## src/hw/asm_defines.vh

```
// Purpose: constants for the drive process-data image assembly block
// Assumes: four-byte images, byte 0 first, words low byte first
// Notes: image numbers are the identifiers seen by the network master
// How it works
// [RQ1] Image layouts are fixed; nothing about them is configurable at run time.
// [RQ2] Default image identifiers sit in the vendor-specific identifier range.
// [RQ3] Each image's data is readable and writable as byte-array attribute 3; writes to produced images 70, 71 and 101 are answered read only.
// [RQ4] Explicit writes to a consuming image bound to an I/O connection are refused.
// [RQ5] Class attribute reports highest supported image identifier as 101, read only.
// [RQ6] Image 20: byte0 bit0 forward run, bit2 fault reset; byte1 unused.
// [RQ7] Image 21: bits 0,1,2,5,6 fwd, rev, fault reset, net control, net reference.
// [RQ8] Speed output images carry speed reference in bytes 2 and 3, low first.
// [RQ9] Image 100 carries control word bytes 0-1, reference speed bytes 2-3.
// [RQ10] Image 70: byte0 bit0 faulted, bit2 running forward; byte1 unused.
// [RQ11] Image 71 byte0 bits 0..7: fault, warn, fwd, rev, ready, ctrl, ref, at-ref.
// [RQ12] Image 71 byte 1 holds the drive control state machine state.
// [RQ13] Speed input images carry actual speed in bytes 2 and 3, low first.
// [RQ14] Image 101 carries status word bytes 0-1, output speed bytes 2-3.
// [RQ15] Consumed bits drive control and drive attributes per fixed mapping.
// [RQ16] Produced flags come from control and drive attributes per fixed mapping.
// [RQ17] Consume via image 21 by default; new selection applies after restart only.
// [RQ18] Produce via image 71 by default; new selection applies after restart only.
// [RQ19] Unassigned produced bits read zero; unassigned consumed bits are ignored.
`ifndef ASM_DEFINES_VH
`define ASM_DEFINES_VH

// ----------------------------------------
// Image identifiers
// ----------------------------------------
`define IMG_OUT_BASIC 8'h14
`define IMG_OUT_EXT 8'h15
`define IMG_OUT_TRANSP 8'h64
`define IMG_IN_BASIC 8'h46
`define IMG_IN_EXT 8'h47
`define IMG_IN_TRANSP 8'h65
`define IMG_MAX_ID 8'h65

// ----------------------------------------
// Attributes
// ----------------------------------------
`define ATTR_DATA 8'h03
`define CLASS_ATTR_REV 8'h01
`define CLASS_ATTR_MAX 8'h02
`define CLASS_REV_VALUE 16'h0002

// ----------------------------------------
// Byte 0 bit positions
// ----------------------------------------
`define B_FWD 0
`define B_REV 1
`define B_FRST 2
`define B_NCTL 5
`define B_NREF 6
`define S_FLT 0
`define S_WARN 1
`define S_FWD 2
`define S_REV 3
`define S_RDY 4
`define S_CTL 5
`define S_REF 6
`define S_ATR 7

// ----------------------------------------
// Answer codes on the explicit port
// ----------------------------------------
`define ANS_OK 2'h0
`define ANS_BUSY 2'h1
`define ANS_BAD 2'h2
`define ANS_RO 2'h3

`endif

```

## src/hw/image_select.v

```verilog
// Purpose: holds the active image selection, latched only at restart
// Assumes: stored selection is steady while rst_n is low
// Notes: a pending value can be read back but does not act until restart
`timescale 1ns/1ps
`include "asm_defines.vh"

module image_select (
  input wire clk,
  input wire rst_n,
  input wire [7:0] stored_sel,
  input wire [7:0] default_sel,
  input wire [7:0] alt_sel_a,
  input wire [7:0] alt_sel_b,
  output reg [7:0] active_ff
);

  reg loaded_ff;

  // ----------------------------------------
  // Capture after reset release
  // ----------------------------------------
  // Async reset takes a constant; stored value is sampled on first clock
  always @(posedge clk or negedge rst_n) begin
    if (!rst_n) begin
      loaded_ff <= 1'b0;
      active_ff <= 8'h00;
    end else if (!loaded_ff) begin
      loaded_ff <= 1'b1;
      // RQ17 RQ18 restart only
      if (stored_sel == alt_sel_a || stored_sel == alt_sel_b ||
          stored_sel == default_sel) begin
        active_ff <= stored_sel;
      end else begin
        active_ff <= default_sel; // Unknown value falls back to default
      end
    end
  end

endmodule

```

## src/hw/drive_process_data_assembly.v

```verilog
// Purpose: packs produced and unpacks consumed four-byte process-data images
// Assumes: cyclic and explicit requests are single-cycle strobes on clk
// Notes: image layouts are hard wired; only the active pair is on the cyclic path
`timescale 1ns/1ps
`include "asm_defines.vh"

module drive_process_data_assembly (
  input wire clk,
  input wire rst_n,
  input wire [7:0] cons_sel_stored,
  input wire [7:0] prod_sel_stored,
  output wire [7:0] cons_sel_active,
  output wire [7:0] prod_sel_active,
  input wire io_conn_open,
  input wire cyc_rx_valid,
  input wire [31:0] cyc_rx_data,
  input wire cyc_tx_req,
  output reg cyc_tx_valid_ff,
  output reg [31:0] cyc_tx_data_ff,
  input wire exp_req,
  input wire exp_write,
  input wire exp_class,
  input wire [7:0] exp_instance,
  input wire [7:0] exp_attr,
  input wire [31:0] exp_wdata,
  output reg exp_done_ff,
  output reg [1:0] exp_status_ff,
  output reg [31:0] exp_rdata_ff,
  output reg cmd_run_fwd_ff,
  output reg cmd_run_rev_ff,
  output reg cmd_fault_reset_ff,
  output reg network_control_select_ff,
  output reg network_reference_select_ff,
  output reg [15:0] speed_reference_ff,
  output reg [15:0] profile_control_word_ff,
  output reg [15:0] profile_reference_speed_ff,
  input wire faulted,
  input wire warning,
  input wire running_forward_flag,
  input wire running_reverse_flag,
  input wire ready,
  input wire control_from_net,
  input wire reference_from_net,
  input wire at_reference,
  input wire [7:0] drive_state,
  input wire [15:0] speed_actual,
  input wire [15:0] profile_status_word,
  input wire [15:0] profile_output_speed
);

  // ----------------------------------------
  // Functions
  // ----------------------------------------
  // Word to bytes 0..1 low first
  function [15:0] swap_le;
    input [15:0] w;
    begin
      swap_le = {w[7:0], w[15:8]};
    end
  endfunction

  // Produced image by identifier; unassigned bits read zero
  function [31:0] pack_in;
    input [7:0] id;
    input [7:0] flags;
    input [7:0] st;
    input [15:0] spd;
    input [15:0] sw;
    input [15:0] osp;
    begin
      pack_in = 32'h0000_0000;
      // RQ10 basic input
      if (id == `IMG_IN_BASIC) begin
        pack_in[24 + `S_FLT] = flags[`S_FLT]; // Byte 0 sits at bits 31:24, bit 0 at 24
        pack_in[24 + `S_FWD] = flags[`S_FWD];
        pack_in[15:0] = swap_le(spd);
      // RQ11 RQ12 extended input
      end else if (id == `IMG_IN_EXT) begin
        pack_in = {8'h00, st, swap_le(spd)};
        pack_in[31:24] = flags; // Flag vector is already in bit order 7..0
      // RQ14 transparent input
      end else if (id == `IMG_IN_TRANSP) begin
        pack_in = {swap_le(sw), swap_le(osp)};
      end
    end
  endfunction

  // Bit n of byte 0 in a packed word (byte 0 at top, bit 0 at bit 24)
  function b0;
    input [31:0] img;
    input [2:0] n;
    begin
      b0 = img[24 + n];
    end
  endfunction

  // ----------------------------------------
  // Restart-latched selections
  // ----------------------------------------
  image_select u_cons_sel (
    .clk(clk),
    .rst_n(rst_n),
    .stored_sel(cons_sel_stored),
    .default_sel(`IMG_OUT_EXT),
    .alt_sel_a(`IMG_OUT_BASIC),
    .alt_sel_b(`IMG_OUT_TRANSP),
    .active_ff(cons_sel_active)
  );

  image_select u_prod_sel (
    .clk(clk),
    .rst_n(rst_n),
    .stored_sel(prod_sel_stored),
    .default_sel(`IMG_IN_EXT),
    .alt_sel_a(`IMG_IN_BASIC),
    .alt_sel_b(`IMG_IN_TRANSP),
    .active_ff(prod_sel_active)
  );

  // ----------------------------------------
  // Consumed image stores
  // ----------------------------------------
  reg [31:0] out_img_ff [0:2];
  reg [31:0] nxt_out_img [0:2];
  wire [7:0] flags;
  wire [31:0] in_img;
  integer i;

  // RQ16 status mapping
  assign flags = {at_reference, reference_from_net, control_from_net, ready,
                  running_reverse_flag, running_forward_flag, warning, faulted};

  // Index of a consuming image, 3 when not one
  function [1:0] out_idx;
    input [7:0] id;
    begin
      if (id == `IMG_OUT_BASIC) begin
        out_idx = 2'd0;
      end else if (id == `IMG_OUT_EXT) begin
        out_idx = 2'd1;
      end else if (id == `IMG_OUT_TRANSP) begin
        out_idx = 2'd2;
      end else begin
        out_idx = 2'd3;
      end
    end
  endfunction

  wire [1:0] rx_idx = out_idx(cons_sel_active);
  wire [1:0] ex_idx = out_idx(exp_instance);
  wire ex_is_out = (ex_idx != 2'd3);
  wire ex_is_in = (exp_instance == `IMG_IN_BASIC) || (exp_instance == `IMG_IN_EXT) ||
                  (exp_instance == `IMG_IN_TRANSP);
  // RQ4 bound image busy
  wire ex_bound = io_conn_open && (exp_instance == cons_sel_active);
  wire ex_write_ok = exp_req && exp_write && !exp_class && ex_is_out && !ex_bound &&
                     (exp_attr == `ATTR_DATA);

  // Image writes; the explicit write is applied after the cyclic one, so it wins when both target one image
  always @* begin
    for (i = 0; i < 3; i = i + 1) begin
      nxt_out_img[i] = out_img_ff[i];
    end
    if (cyc_rx_valid && rx_idx != 2'd3) begin
      nxt_out_img[rx_idx] = cyc_rx_data;
    end
    // RQ3 data attribute write
    if (ex_write_ok) begin
      nxt_out_img[ex_idx] = exp_wdata;
    end
  end

  always @(posedge clk or negedge rst_n) begin
    if (!rst_n) begin
      for (i = 0; i < 3; i = i + 1) begin
        out_img_ff[i] <= 32'h0000_0000;
      end
    end else begin
      for (i = 0; i < 3; i = i + 1) begin
        out_img_ff[i] <= nxt_out_img[i];
      end
    end
  end

  // ----------------------------------------
  // Command decode from active consuming image
  // ----------------------------------------
  wire [31:0] act_img = (rx_idx == 2'd3) ? 32'h0000_0000 : nxt_out_img[rx_idx];

  // RQ1 fixed layouts
  // RQ6 RQ7 RQ8 RQ9 RQ15 RQ19 unpack and map
  always @(posedge clk or negedge rst_n) begin
    if (!rst_n) begin
      cmd_run_fwd_ff <= 1'b0;
      cmd_run_rev_ff <= 1'b0;
      cmd_fault_reset_ff <= 1'b0;
      network_control_select_ff <= 1'b0;
      network_reference_select_ff <= 1'b0;
      speed_reference_ff <= 16'h0000;
      profile_control_word_ff <= 16'h0000;
      profile_reference_speed_ff <= 16'h0000;
    end else begin
      cmd_run_fwd_ff <= (rx_idx != 2'd2) && b0(act_img, `B_FWD);
      cmd_run_rev_ff <= (rx_idx == 2'd1) && b0(act_img, `B_REV);
      cmd_fault_reset_ff <= (rx_idx != 2'd2) && b0(act_img, `B_FRST);
      network_control_select_ff <= (rx_idx == 2'd1) && b0(act_img, `B_NCTL);
      network_reference_select_ff <= (rx_idx == 2'd1) && b0(act_img, `B_NREF);
      speed_reference_ff <= (rx_idx == 2'd2) ? 16'h0000 : swap_le(act_img[15:0]);
      profile_control_word_ff <= (rx_idx == 2'd2) ? swap_le(act_img[31:16]) : 16'h0000;
      profile_reference_speed_ff <= (rx_idx == 2'd2) ? swap_le(act_img[15:0]) : 16'h0000;
    end
  end

  // ----------------------------------------
  // Cyclic produce
  // ----------------------------------------
  // RQ13 RQ18 active produced image
  assign in_img = pack_in(prod_sel_active, flags, drive_state, speed_actual,
                          profile_status_word, profile_output_speed);

  always @(posedge clk or negedge rst_n) begin
    if (!rst_n) begin
      cyc_tx_valid_ff <= 1'b0;
      cyc_tx_data_ff <= 32'h0000_0000;
    end else begin
      cyc_tx_valid_ff <= cyc_tx_req;
      if (cyc_tx_req) begin
        cyc_tx_data_ff <= in_img;
      end
    end
  end

  // ----------------------------------------
  // Explicit access answers
  // ----------------------------------------
  always @(posedge clk or negedge rst_n) begin
    if (!rst_n) begin
      exp_done_ff <= 1'b0;
      exp_status_ff <= `ANS_OK;
      exp_rdata_ff <= 32'h0000_0000;
    end else begin
      exp_done_ff <= exp_req;
      if (exp_req) begin
        exp_rdata_ff <= 32'h0000_0000;
        exp_status_ff <= `ANS_OK;
        if (exp_class) begin
          // RQ5 max instance
          if (exp_write) begin
            exp_status_ff <= `ANS_RO;
          end else if (exp_attr == `CLASS_ATTR_MAX) begin
            exp_rdata_ff <= {24'h000000, `IMG_MAX_ID};
          end else if (exp_attr == `CLASS_ATTR_REV) begin
            exp_rdata_ff <= {16'h0000, `CLASS_REV_VALUE};
          end else begin
            exp_status_ff <= `ANS_BAD;
          end
        end else if (exp_attr != `ATTR_DATA || !(ex_is_out || ex_is_in)) begin
          exp_status_ff <= `ANS_BAD;
        end else if (exp_write) begin
          // RQ4 refuse bound write
          if (ex_is_in) begin
            exp_status_ff <= `ANS_RO;
          end else if (ex_bound) begin
            exp_status_ff <= `ANS_BUSY;
          end
        end else if (ex_is_out) begin
          exp_rdata_ff <= out_img_ff[ex_idx];
        end else begin
          // RQ2 RQ3 produced data read
          exp_rdata_ff <= pack_in(exp_instance, flags, drive_state, speed_actual,
                                  profile_status_word, profile_output_speed);
        end
      end
    end
  end

endmodule

```

## config.mk

```make
export PLATFORM = sky130hd
export DESIGN_NAME = drive_process_data_assembly
export DESIGN_NICKNAME = d
export VERILOG_FILES = /design/src/hw/image_select.v /design/src/hw/drive_process_data_assembly.v
export VERILOG_INCLUDE_DIRS = /design/src /design/src/hw
export SDC_FILE = /design/constraint.sdc
export NUM_CORES = 1
export LEC_CHECK = 0
export ABC_AREA = 1
export BUFFER_PORTS_ARGS = -buffer_cell sky130_fd_sc_hd__buf_2
export CORE_MARGIN = 3
export CORE_UTILIZATION = 31
export CTS_BUF_LIST = sky130_fd_sc_hd__clkbuf_8 sky130_fd_sc_hd__clkbuf_16
export DETAILED_ROUTE_END_ITERATION = 8
export REMOVE_ABC_BUFFERS = 1
export SLEW_MARGIN = 20
export SYNTH_ARGS = -nofsm -noshare
export SYNTH_HDL_FRONTEND = slang
export SYNTH_SLANG_ARGS = --single-unit
```

## constraint.sdc

```tcl
create_clock -name clk -period 2.33 [get_ports clk]
set_input_delay 0.233 -clock clk [delete_from_list [all_inputs] [get_ports clk]]
set_output_delay 0.233 -clock clk [all_outputs]
set_load 0.03 [all_outputs]
```

# ---- Word-level counts from Yosys, hierarchy flattened
# Cells that the tools add are included.
dict set report totals {
  ff_bits 234
  input_bits 168
  out_inout_bits 137
  wordCells 136
}
dict set report op_classes {
  order_cmp 4
  eq_ne 29
  muxes 57
  bitwise_logic 2
  reduce_logical 25
}
# operator count
set ops {}
lappend ops {{$mux W32} 15}
lappend ops {{$bwmux W96} 2}
lappend ops {{$mux W96} 2}
lappend ops {{$bmux W32 S2} 2}
lappend ops {{$demux W32 S2} 2}
lappend ops {{$eq A8 B7 Y1 const B} 12}
lappend ops {{$mux W16} 5}
lappend ops {{$eq A8 B5 Y1 const B} 6}
lappend ops {{$mux W8} 4}
lappend ops {{$mux W2} 12}
lappend ops {{$eq A8 B2 Y1 const B} 2}
lappend ops {{$logic_and A1 B1 Y1} 14}
lappend ops {{$mux W7} 2}
lappend ops {{$mux W5} 2}
lappend ops {{$mux W1} 9}
lappend ops {{$eq A8 B1 Y1 const B} 1}
lappend ops {{$eq A8 B8 Y1} 1}
lappend ops {{$logic_or A1 B1 Y1} 8}
lappend ops {{$ne A8 B2 Y1 const B} 1}
lappend ops {{$ge A3 B3 Y1 const B} 2}
lappend ops {{$lt A3 B1 Y1 const B} 2}
lappend ops {{$ne A2 B2 Y1 const B} 3}
lappend ops {{$not A2 Y3} 2}
lappend ops {{$eq A2 B2 Y1 const B} 2}
lappend ops {{2 further kinds} 4}

# ---- Logic depth before layout (Yosys ltp)
# Gate-level depths: netlist of the first run.
dict set report logic_depth {
  depth_word 18
  ltp_mapped 15
  depth_no_buf 14
}

# ---- By module
# Synthesis of the first run repeated with hierarchy kept, for this count alone.
dict set report hier_totals {
  cells_unflattened 1969
  area_unflattened_um2 14107.3
}
# mod n_inst cells_per_inst area_each_um2 seq_area_each_um2
set by_module_without_submodules {}
lappend by_module_without_submodules {drive_process_data_assembly 1 1685 12373.1 5430.2}
lappend by_module_without_submodules {image_select 2 142 867.1 225.2}

# ---- Least setup slack after synthesis of the first run
# Ideal clock, no wire load.
dict set report synth_timing {
  kind {reg2reg}
  from {register u_cons_sel.active_ff[6]}
  to {register profile_reference_speed_ff[5]}
  setup_ps 132
  arrival_ps 1799
  required_time_ps 2198
  path_slack_ps 399
  stages_incl_launch_ff 12
  path_buffers 1
  period_less_slack_ps 1931
  cell_sequence {dfrtp_1 -> inv_1 -> nand4_1 -> nor2_2 -> nand2_1 -> clkbuf_1 -> nand2_1 -> o21ai_0 -> nand2_1 -> nand3_1 -> nand2_1 -> nor2_1}
}
dict set report synth_via {
  elab_chain_len 18
  word_cells_on_any_way 30
  cone_classes {order compare: 2; eq/ne: 7; mux: 14; bitwise: 1; reduce/logical: 6}
}
# element line_no
set synth_lines {}
lappend synth_lines {{from (decl)} image_select.v:14} ;# output reg [7:0] active_ff
lappend synth_lines {{from (signal assigned)} image_select.v:32} ;# active_ff <= stored_sel;
lappend synth_lines {{from (signal assigned)} image_select.v:34} ;# active_ff <= default_sel;
lappend synth_lines {{$eq A8 B7 Y1 (no source line)} n/a}
lappend synth_lines {{$mux W1} drive_process_data_assembly.v:141} ;# end else if (id == `IMG_OUT_TRANSP) begin
lappend synth_lines {{$mux W2} drive_process_data_assembly.v:139} ;# end else if (id == `IMG_OUT_EXT) begin
lappend synth_lines {{$mux W2} drive_process_data_assembly.v:137} ;# if (id == `IMG_OUT_BASIC) begin
lappend synth_lines {{$not A2 Y3 (not written as such)} {drive_process_data_assembly.v:165, drive_process_data_assembly.v:188}}
lappend synth_lines {{$ge A3 B3 Y1 (not written as such) / $lt A3 B1 Y1 (equally long branches)} drive_process_data_assembly.v:165} ;# nxt_out_img[rx_idx] = cyc_rx_data;
lappend synth_lines {{$logic_and A1 B1 Y1 (not written as such)} drive_process_data_assembly.v:165}
lappend synth_lines {{$mux W32 (not written as such)} drive_process_data_assembly.v:165}
lappend synth_lines {{$demux W32 S2} drive_process_data_assembly.v:165}
lappend synth_lines {{$bwmux W96} drive_process_data_assembly.v:165}
lappend synth_lines {{$mux W96} drive_process_data_assembly.v:164} ;# if (cyc_rx_valid && rx_idx != 2'd3) begin
lappend synth_lines {{$bwmux W96} drive_process_data_assembly.v:169} ;# nxt_out_img[ex_idx] = exp_wdata;
lappend synth_lines {{$mux W96} drive_process_data_assembly.v:168} ;# if (ex_write_ok) begin
lappend synth_lines {{$bmux W32 S2} drive_process_data_assembly.v:188} ;# wire [31:0] act_img = (rx_idx == 2'd3) ? 32'h0000_0000 : nxt_out_img[rx_idx];
lappend synth_lines {{$mux W32 (not written as such) (2 in a row)} drive_process_data_assembly.v:188}
lappend synth_lines {{$mux W32} drive_process_data_assembly.v:188}
lappend synth_lines {{$mux W16 *} drive_process_data_assembly.v:210} ;# profile_reference_speed_ff <= (rx_idx == 2'd2) ? swap_le(act_img[15:0]) : 16'h0000;
lappend synth_lines {{to (signal assigned)} drive_process_data_assembly.v:210}
lappend synth_lines {{to (decl)} drive_process_data_assembly.v:36} ;# output reg [15:0] profile_reference_speed_ff,
# Every way passes the cells marked *; elsewhere a longest branch is shown, timed or not. The select of a mux whose other input is x is not followed.
# A chain may end at the register's enable or synchronous reset.

# ---- Worst setup path after layout of the first run
dict set report layout_timing {
  from {register u_cons_sel.active_ff[6]}
  to {register profile_reference_speed_ff[8]}
}
# The elaborated chain is that of the path after synthesis.

==> results of run 1 <==
-- layout make-up --
cell class                 count  area, um2  area share
tap                          525        657      0.0401
clock inverter                13        143     0.00870
multi-input combinational   1150       5500       0.336
sequential                   234       5860       0.357
inverter                     224        842      0.0514
timing repair buffer         414       2580       0.157
clock buffer                  35        808      0.0493
antenna                        1       2.50    0.000153
-- worst max-delay path, stage by stage, from the launching register on --
cell	delay (ps)
dfrtp_1	420
inv_1	120
nand4_1	220
nor3_2	170
buf_4	260
buf_4	240
inv_1	270
nand2_1	160
nand2_1	90
nor2_1	110
-- power breakdown --
group,leakage (nW),internal [mW],switching [mW]
Clock,0.488,2.76,1.80
Combinational,5.22,0.589,1.16
Sequential,3.03,4.39,0.185
Total,8.74,7.74,3.15
-- timing repair --
item,in CTS,in global routing
hold endpoints to repair,134,0
setup endpoints to repair,0,0
hold buffers,38,0
-- cell usage in the layout, fill, tap and decap left out, drive strengths merged --
cell type	count
conb	1
o21ai	235
a31oi	1
o21a	1
nor4b	1
nor3b	1
nor4	5
or2	3
bufinv	3
buf	376
dlygate4sd3	38
nor2	134
nand3	91
nand2	450
o22ai	27
clkinv	8
o221ai	30
nand3b	1
xnor2	1
diode	1
nor3	14
a21oi	23
a211oi	11
dfrtp	234
o211ai	6
clkbuf	35
inv	226
nand4	87
and3	2
and2	25
-- registers in the layout, summed over array words and instances (netlist names), 2 cells and up --
signal and count:
cyc_tx_data_ff 32, exp_rdata_ff 32, exp_status_ff 2, out_img_ff 96
profile_control_word_ff 16, profile_reference_speed_ff 16, speed_reference_ff 16, u_cons_sel.active_ff 8
u_prod_sel.active_ff 8
-- layer usage --
metal,vias up,part of all wire,track usage
li1,6279,-,-
met1,6104,0.43,0.306
met2,580,0.46,0.360
met3,87,0.077,0.0401
met4,2,0.029,0.0630
met5,-,0.00026,0
-- stage by stage --
step | instances | utilization
final | 2596 | 0.410
after global routing | 2595 | 0.410
after CTS | 2595 | 0.410
after detailed placement | 2509 | 0.376
after global placement | 2509 | 0.376
after floorplan | 1608 | -
-- final timing paths --
kind	from	endpoint	depth (start not counted)	slack [ps]
worst max-delay path	u_cons_sel.active_ff[6]	profile_reference_speed_ff[8]	9	180
worst min-delay path	exp_wdata[21]	out_img_ff[21]	3	20
worst max register to register	u_cons_sel.active_ff[6]	profile_reference_speed_ff[8]	9	180
worst min register to register	cyc_tx_data_ff[17]	cyc_tx_data_ff[17]	2	480
max in group asynchronous	rst_n	cyc_tx_data_ff[2]	3	1350
min in group asynchronous	rst_n	u_cons_sel.active_ff[1]	2	220
-- cell families after synthesis --
family,count (synthesis),synth area share
buffers and inverters,327,0.103
and+or+nand+nor,814,0.283
DFF,234,0.463
other,1,0.000297
xor gates and xnor gates,1,0.000693
AOI/OAI and AO/OA,334,0.149
==> out/metrics.yaml, run 1 <==
status:
  status: "complete, no violations"
sta:
  fin_setup_tns_ps: 0
  slew_viol_final: 0
  period_needed_ps: 2150
  slew_headroom: 0.408
  timing.fmax_mhz: 465
  worst_pin_slew_ps: 884
  rsz0062_at_grt: "no"
  hold_viol: 0
  setup_violations: 0
  finalCritPeriodShare: 0.924
  finalWorstSetupSlack_ps: 177
  whs_ps: 18.3
  finClkSkew_ps: 9.10
pwr:
  p_leak_nw: 8.74
  powerDensity_nw_per_um2: 664
  finalPower_mw: 10.9
  vdd_drop_max_uv: 467
logic_synthesis:
  yosysTopAreaCell: "dfrtp_1"
  synth.most_common_cell: "nand2_1"
  synth_seq_cells: 234
  ys_top_cells_by_area: "dfrtp_1 (46%), nand2_1 (13%), o21ai_0 (8.4%)"
  ys_types: 43
  synth.top_cell.area_share: 0.463
  async_flop_share: 1.00
  synthCells: 1711
  synth-edff-count: 0
  syn-cell-area_um2: 12600
  ys_seq_area_frac: 0.463
  ys.warnings.count: 0
  synth_area_per_cell_um2: 7.39
  synth_flop_cell: "dfrtp_1"
  synth_common_cells: "nand2_1 (449), dfrtp_1 (234), inv_1 (213), o21ai_0 (212), nor2_1 (129)"
clocking:
  postCtsSetupBuffers: 0
  cts_buffers: 29
  numClockSinks: 234
  root_buffer: "clkbuf_16"
  clk_pin_slew_ps: 60
  cts_tree: "built"
  insertion_delay_ps: 560
  cts_buffer_depth: 3
  htree_levels: 1
  cts_resized: 0
floorplan:
  dieArea_um2: 43200
  boundaryPins: 305
  initial_core_util: 0.316
  die_x_um: 208
  die_y_um: 208
  design.core.area_um2: 40000
  rows: 73
critical_path:
  critPathRequiredTime_ps: 2810
  cp-end-kind: "flip-flop"
  cp_data_arrival_time_ps: 2630
  worst-setup-path-type: "flip-flop to flip-flop"
  startpoint_type: "flip-flop"
  worstPathMaxFanout: 12
drt:
  wl_per_cell_um: 19.2
  ant_nets: 0
  drt_iter0_drc: 1365
  drc_errors: 0
  drtPass1Iterations: 6
  wl_um: 49900
  via_per_inst: 5.03
  dr_total_vias: 13052
global_routing:
  grt_pass1_vias: 12810
  grt.total_usage: 0.222
  grt_pass1_wl_um: 76200
  grt_overflow: 0
  antenna_found_initial: 3
  grt_max_degree: 67
run:
  cap_violations: 0
final_layout:
  fillers: 4183
  drive_gt1_frac: 0.220
  nets: 2221
  area_delta_synth_final_pct: 29.7
  design_area_um2: 16400
placement:
  port_buffers: 304
  place_area_um2: 15100
  place.gp.congestion: 0.921
  hpwl_um: 35800
  preCtsSetupSlack_ps: 130
hold_path:
  hold_class: "primary input to flip-flop"
Power figures use the tool's default switching activity.
==> inputs of run 2 (changes only) <==
--- a/config.mk
+++ b/config.mk
@@ -8,10 +8,12 @@
 export LEC_CHECK = 0
 export ABC_AREA = 1
 export BUFFER_PORTS_ARGS = -buffer_cell sky130_fd_sc_hd__buf_2
+export CAP_MARGIN = 20
 export CORE_MARGIN = 3
 export CORE_UTILIZATION = 31
 export CTS_BUF_LIST = sky130_fd_sc_hd__clkbuf_8 sky130_fd_sc_hd__clkbuf_16
 export DETAILED_ROUTE_END_ITERATION = 8
+export PLACE_DENSITY = 0.54
 export REMOVE_ABC_BUFFERS = 1
 export SLEW_MARGIN = 20
 export SYNTH_ARGS = -nofsm -noshare
==> out/metrics.yaml, run 2 (same netlist as run 1, synthesis figures left out) <==
critical_path:
  r2r_slack_ps: 180
  reg2reg_to: "speed_reference_ff[14]"
  ff2ff_path_depth: 12
  cp_data_arrival_time_ps: 2600
  critPathRequiredTime_ps: 2780
  worst-setup-path-type: "flip-flop to flip-flop"
  startpoint_type: "flip-flop"
  cp-end-kind: "flip-flop"
  worstReg2RegStart: "u_cons_sel.active_ff[6]"
  worstPathMaxFanout: 33
global_routing:
  grt.total_usage: 0.225
  grt_pass1_vias: 12765
  grt_pass1_wl_um: 76800
  antenna_found_initial: 3
  grt_max_degree: 70
  grt_overflow: 0
sta:
  period_needed_ps: 2150
  finalWorstSetupSlack_ps: 183
  slew_headroom: 0.313
  rsz0062_at_grt: "no"
  setup_violations: 0
  worst_pin_slew_ps: 1030
  timing.fmax_mhz: 466
  slew_viol_final: 0
  hold_viol: 0
  finalCritPeriodShare: 0.921
  finClkSkew_ps: 10.2
final_layout:
  area_delta_synth_final_pct: 30.9
  final_common_cell: "nand2_1"
  most-common-layout-cells: "nand2_1 (447), buf_2 (303), dfrtp_1 (234)"
  design_area_um2: 16500
  nets: 2231
  final_cells: 2612
  largest-register: "out_img_ff"
  drive_gt1_frac: 0.221
  largest_reg_flops: 96
  largest_registers: "out_img_ff: 96 flops, cyc_tx_data_ff: 32 flops, exp_rdata_ff: 32 flops"
floorplan:
  initial_core_util: 0.316
  dieArea_um2: 43200
  die_x_um: 208
  boundaryPins: 305
  design.core.area_um2: 40000
  rows: 73
  die_y_um: 208
pwr:
  p_sw_mw: 3.21
  pwr-share-seq: 0.424
  p_int_mw: 7.57
  vdd_drop_max_uv: 553
  power.share.clock: 0.413
  p_comb_frac: 0.164
  powerDensity_nw_per_um2: 652
  switching_share: 0.298
  p_leak_nw: 8.82
drt:
  drtPass1Iterations: 6
  wl_um: 50500
  drc_errors: 0
  via_per_inst: 5.00
  drt_iter0_drc: 1108
  wl_per_cell_um: 19.4
  ant_nets: 0
  dr_total_vias: 13062
clocking:
  root_buffer: "clkbuf_16"
  cts_buffer_depth: 3
  clk_pin_slew_ps: 60
  numClockSinks: 234
  postCtsSetupBuffers: 0
  htree_levels: 1
  insertion_delay_ps: 560
  cts_buffers: 29
  cts_tree: "built"
hold_path:
  hold_class: "primary input to flip-flop"
  whs_path_depth: 3
  min_to: "cyc_tx_data_ff[25]"
  hold_start: "warning"
placement:
  preCtsSetupSlack_ps: 127
  place.gp.congestion: 0.895
  port_buffers: 304
  hpwl_um: 36400
  dp_cells: 2510
  place_area_um2: 15100
run:
  cap_violations: 0
status:
  status: "complete, no violations"
## run 2: worst max path at each step
stage / start / endpoint / slack [ps] / cells after the start
final: u_cons_sel.active_ff[6] / speed_reference_ff[14] / 180 / 12
after global routing: u_cons_sel.active_ff[6] / profile_reference_speed_ff[13] / 10 / 10
after CTS: u_cons_sel.active_ff[0] / profile_reference_speed_ff[11] / 170 / 7
after detailed placement: exp_instance[3] / exp_rdata_ff[18] / 130 / 12
after global placement: exp_instance[5] / exp_rdata_ff[16] / 140 / 11
after floorplan: u_cons_sel.active_ff[0] / cmd_fault_reset_ff / -890 / 10
## run 2: layout make-up
type	instances	area, um2
antenna	2	5.00
clock buffer	39	863
clock inverter	14	82.6
fill	4146	23500
inverter	224	842
multi-input combinational	1150	5500
sequential	234	5860
tap	525	657
timing repair buffer	424	2740
## run 2: metal layers
layer,GRT usage,routed length (um)
met3,0.0335,3240
met4,0.0695,1370
met5,0,9
met1,0.308,22500
met2,0.368,23400
## run 2: worst max-delay path: stages, from the launching register on
cell and delay [ps]:
dfrtp_1 420, inv_1 110, nand4_1 200, nor3_2 270, buf_12 220, nand3_2 90, buf_4 280, nand2_1 110
nand2_1 50, nand2_1 70, nand3_1 80, nand2_1 70, nor2_1 40
## run 2: repair_timing
| action | in CTS | in global routing |
|---|---|---|
| endpoints found under the hold margin | 140 | 0 |
| endpoints found under the setup margin | 0 | 1 |
| hold buffers | 47 | 0 |
| gates resized for setup | 0 | 1 |
## run 2: power groups by stage
stage               Clock [mW]  Combinational [mW]  Sequential (mW)
detailed placement           0                1.70             4.64
global placement             0                1.69             4.63
global route              4.73                1.97             4.60
CTS                       4.55                1.77             4.57
finish                    4.45                1.77             4.57
floorplan                    0               0.680             4.88
## run 2: through the flow
step                setup TNS [ps]  hold WS, ps  power [mW]   util
global route                     0         35.0        11.3  0.414
finish                           0         16.7        10.8  0.414
global placement                 0          212        6.32  0.378
CTS                              0        0.509        10.9  0.413
detailed placement               0          207        6.34  0.378
floorplan                  -115760        -62.6        5.56      -
==> inputs of run 3 (changes only) <==
--- a/config.mk
+++ b/config.mk
@@ -13,7 +13,7 @@
 export CORE_UTILIZATION = 31
 export CTS_BUF_LIST = sky130_fd_sc_hd__clkbuf_8 sky130_fd_sc_hd__clkbuf_16
 export DETAILED_ROUTE_END_ITERATION = 8
-export PLACE_DENSITY = 0.54
+export PLACE_DENSITY_LB_ADDON = 0.12
 export REMOVE_ABC_BUFFERS = 1
 export SLEW_MARGIN = 20
 export SYNTH_ARGS = -nofsm -noshare
==> out/metrics.yaml, run 3 (same netlist as run 1, synthesis figures left out) <==
status:
  status: "complete, no violations"
drt:
  drt_iter0_drc: 880
  wl_um: 51300
  drtPass1Iterations: 6
  dr_total_vias: 12896
  ant_nets: 0
  drc_errors: 0
  via_per_inst: 4.94
  wl_per_cell_um: 19.7
final_layout:
  final_util: 0.413
  most-common-layout-cells: "nand2_1 (447), buf_2 (303), dfrtp_1 (234)"
  drive_gt1_frac: 0.220
  nets: 2231
  largest-register: "out_img_ff"
  largest_registers: "out_img_ff: 96 flops, cyc_tx_data_ff: 32 flops, exp_rdata_ff: 32 flops"
  final_common_cell: "nand2_1"
  regArea_um2: 5860
  multi_input_area_um2: 5500
  fillers: 4240
  largest_reg_flops: 96
  area_delta_synth_final_pct: 30.7
  design_area_um2: 16500
floorplan:
  die_y_um: 208
  boundaryPins: 305
  initial_core_util: 0.316
  design.core.area_um2: 40000
  die_x_um: 208
  dieArea_um2: 43200
  rows: 73
clocking:
  insertion_delay_ps: 560
  cts_buffers: 29
  htree_levels: 1
  cts_tree: "built"
  cts_buffer_depth: 3
  numClockSinks: 234
  postCtsSetupBuffers: 0
  clk_pin_slew_ps: 60
  root_buffer: "clkbuf_16"
critical_path:
  cp_data_arrival_time_ps: 2610
  critPathRequiredTime_ps: 2810
  cp-end-kind: "flip-flop"
  worst-setup-path-type: "primary input to flip-flop"
  worstPathMaxFanout: 2
  startpoint_type: "primary input"
sta:
  finalCritPeriodShare: 0.916
  worst_pin_slew_ps: 735
  rsz0062_at_grt: "no"
  period_needed_ps: 2130
  finalWorstSetupSlack_ps: 196
  slew_headroom: 0.509
  finClkSkew_ps: 8.70
  setup_violations: 0
  whs_ps: 22.6
  timing.fmax_mhz: 469
  hold_viol: 0
  slew_viol_final: 0
placement:
  port_buffers: 304
  place_area_um2: 15100
  hpwl_um: 37000
  place.gp.congestion: 0.873
  preCtsSetupSlack_ps: 192
pwr:
  vdd_drop_max_uv: 462
  powerDensity_nw_per_um2: 667
  finalPower_mw: 11.0
  p_leak_nw: 8.83
global_routing:
  grt_overflow: 0
  grt.total_usage: 0.231
  grt_pass1_wl_um: 78200
  antenna_found_initial: 1
  grt_pass1_vias: 12866
  grt_max_degree: 62
hold_path:
  hold_class: "primary input to flip-flop"
run:
  cap_violations: 0
[run 3: timing repair]
action                                 CTS  global route
resized for setup                        0             0
endpoints found under the hold margin  132             0
hold buffers                            43             0
[run 3: critical path, cell delays in order]
cell           delay [ps]
dlygate4sd3_1         540
buf_2                 130
nor4b_1               310
dlygate4sd3_1         610
nand3_1               100
dlygate4sd3_1         570
o21ai_0               130
[run 3: routing by layer]
layer,track usage,up-vias,part of all wire
met5,0,-,0
met4,0.0625,0,0.025
met3,0.0457,70,0.069
met2,0.384,462,0.47
met1,0.309,6049,0.44
li1,-,6315,-
[run 3: final timing paths]
check                      cells after the start                          end                    start  slack (ps)
setup / recovery                               7      u_prod_sel.active_ff[5]       prod_sel_stored[4]         200
hold reg to reg                                2           cyc_tx_data_ff[30]       cyc_tx_data_ff[30]         480
setup reg to reg                               9        speed_reference_ff[9]  u_cons_sel.active_ff[4]         200
max in group asynchronous                      3                out_img_ff[6]                    rst_n        1370
min in group asynchronous                      2  profile_control_word_ff[11]                    rst_n         230
hold / removal                                 5      u_cons_sel.active_ff[0]       cons_sel_stored[0]          20
[run 3: layout make-up]
| cell class | instances | area share |
|---|---|---|
| sequential | 234 | 0.354 |
| multi-input combinational | 1150 | 0.333 |
| timing repair buffer | 424 | 0.162 |
| inverter | 224 | 0.0510 |
| clock buffer | 35 | 0.0489 |
| tap | 525 | 0.0398 |
| clock inverter | 18 | 0.0108 |
| antenna | 1 | 0.000151 |
[run 3: power by group]
part	internal [mW]	switching, mW
sequential	4.39	0.187
combinational	0.596	1.16
clock	2.87	1.82
[run 3: stage by stage]
stage | TNS [ps] | cells
after floorplan | -115760 | 1608
after global placement | 0 | 2514
after detailed placement | 0 | 2514
after CTS | 0 | 2610
after global routing | 0 | 2611
final | 0 | 2611
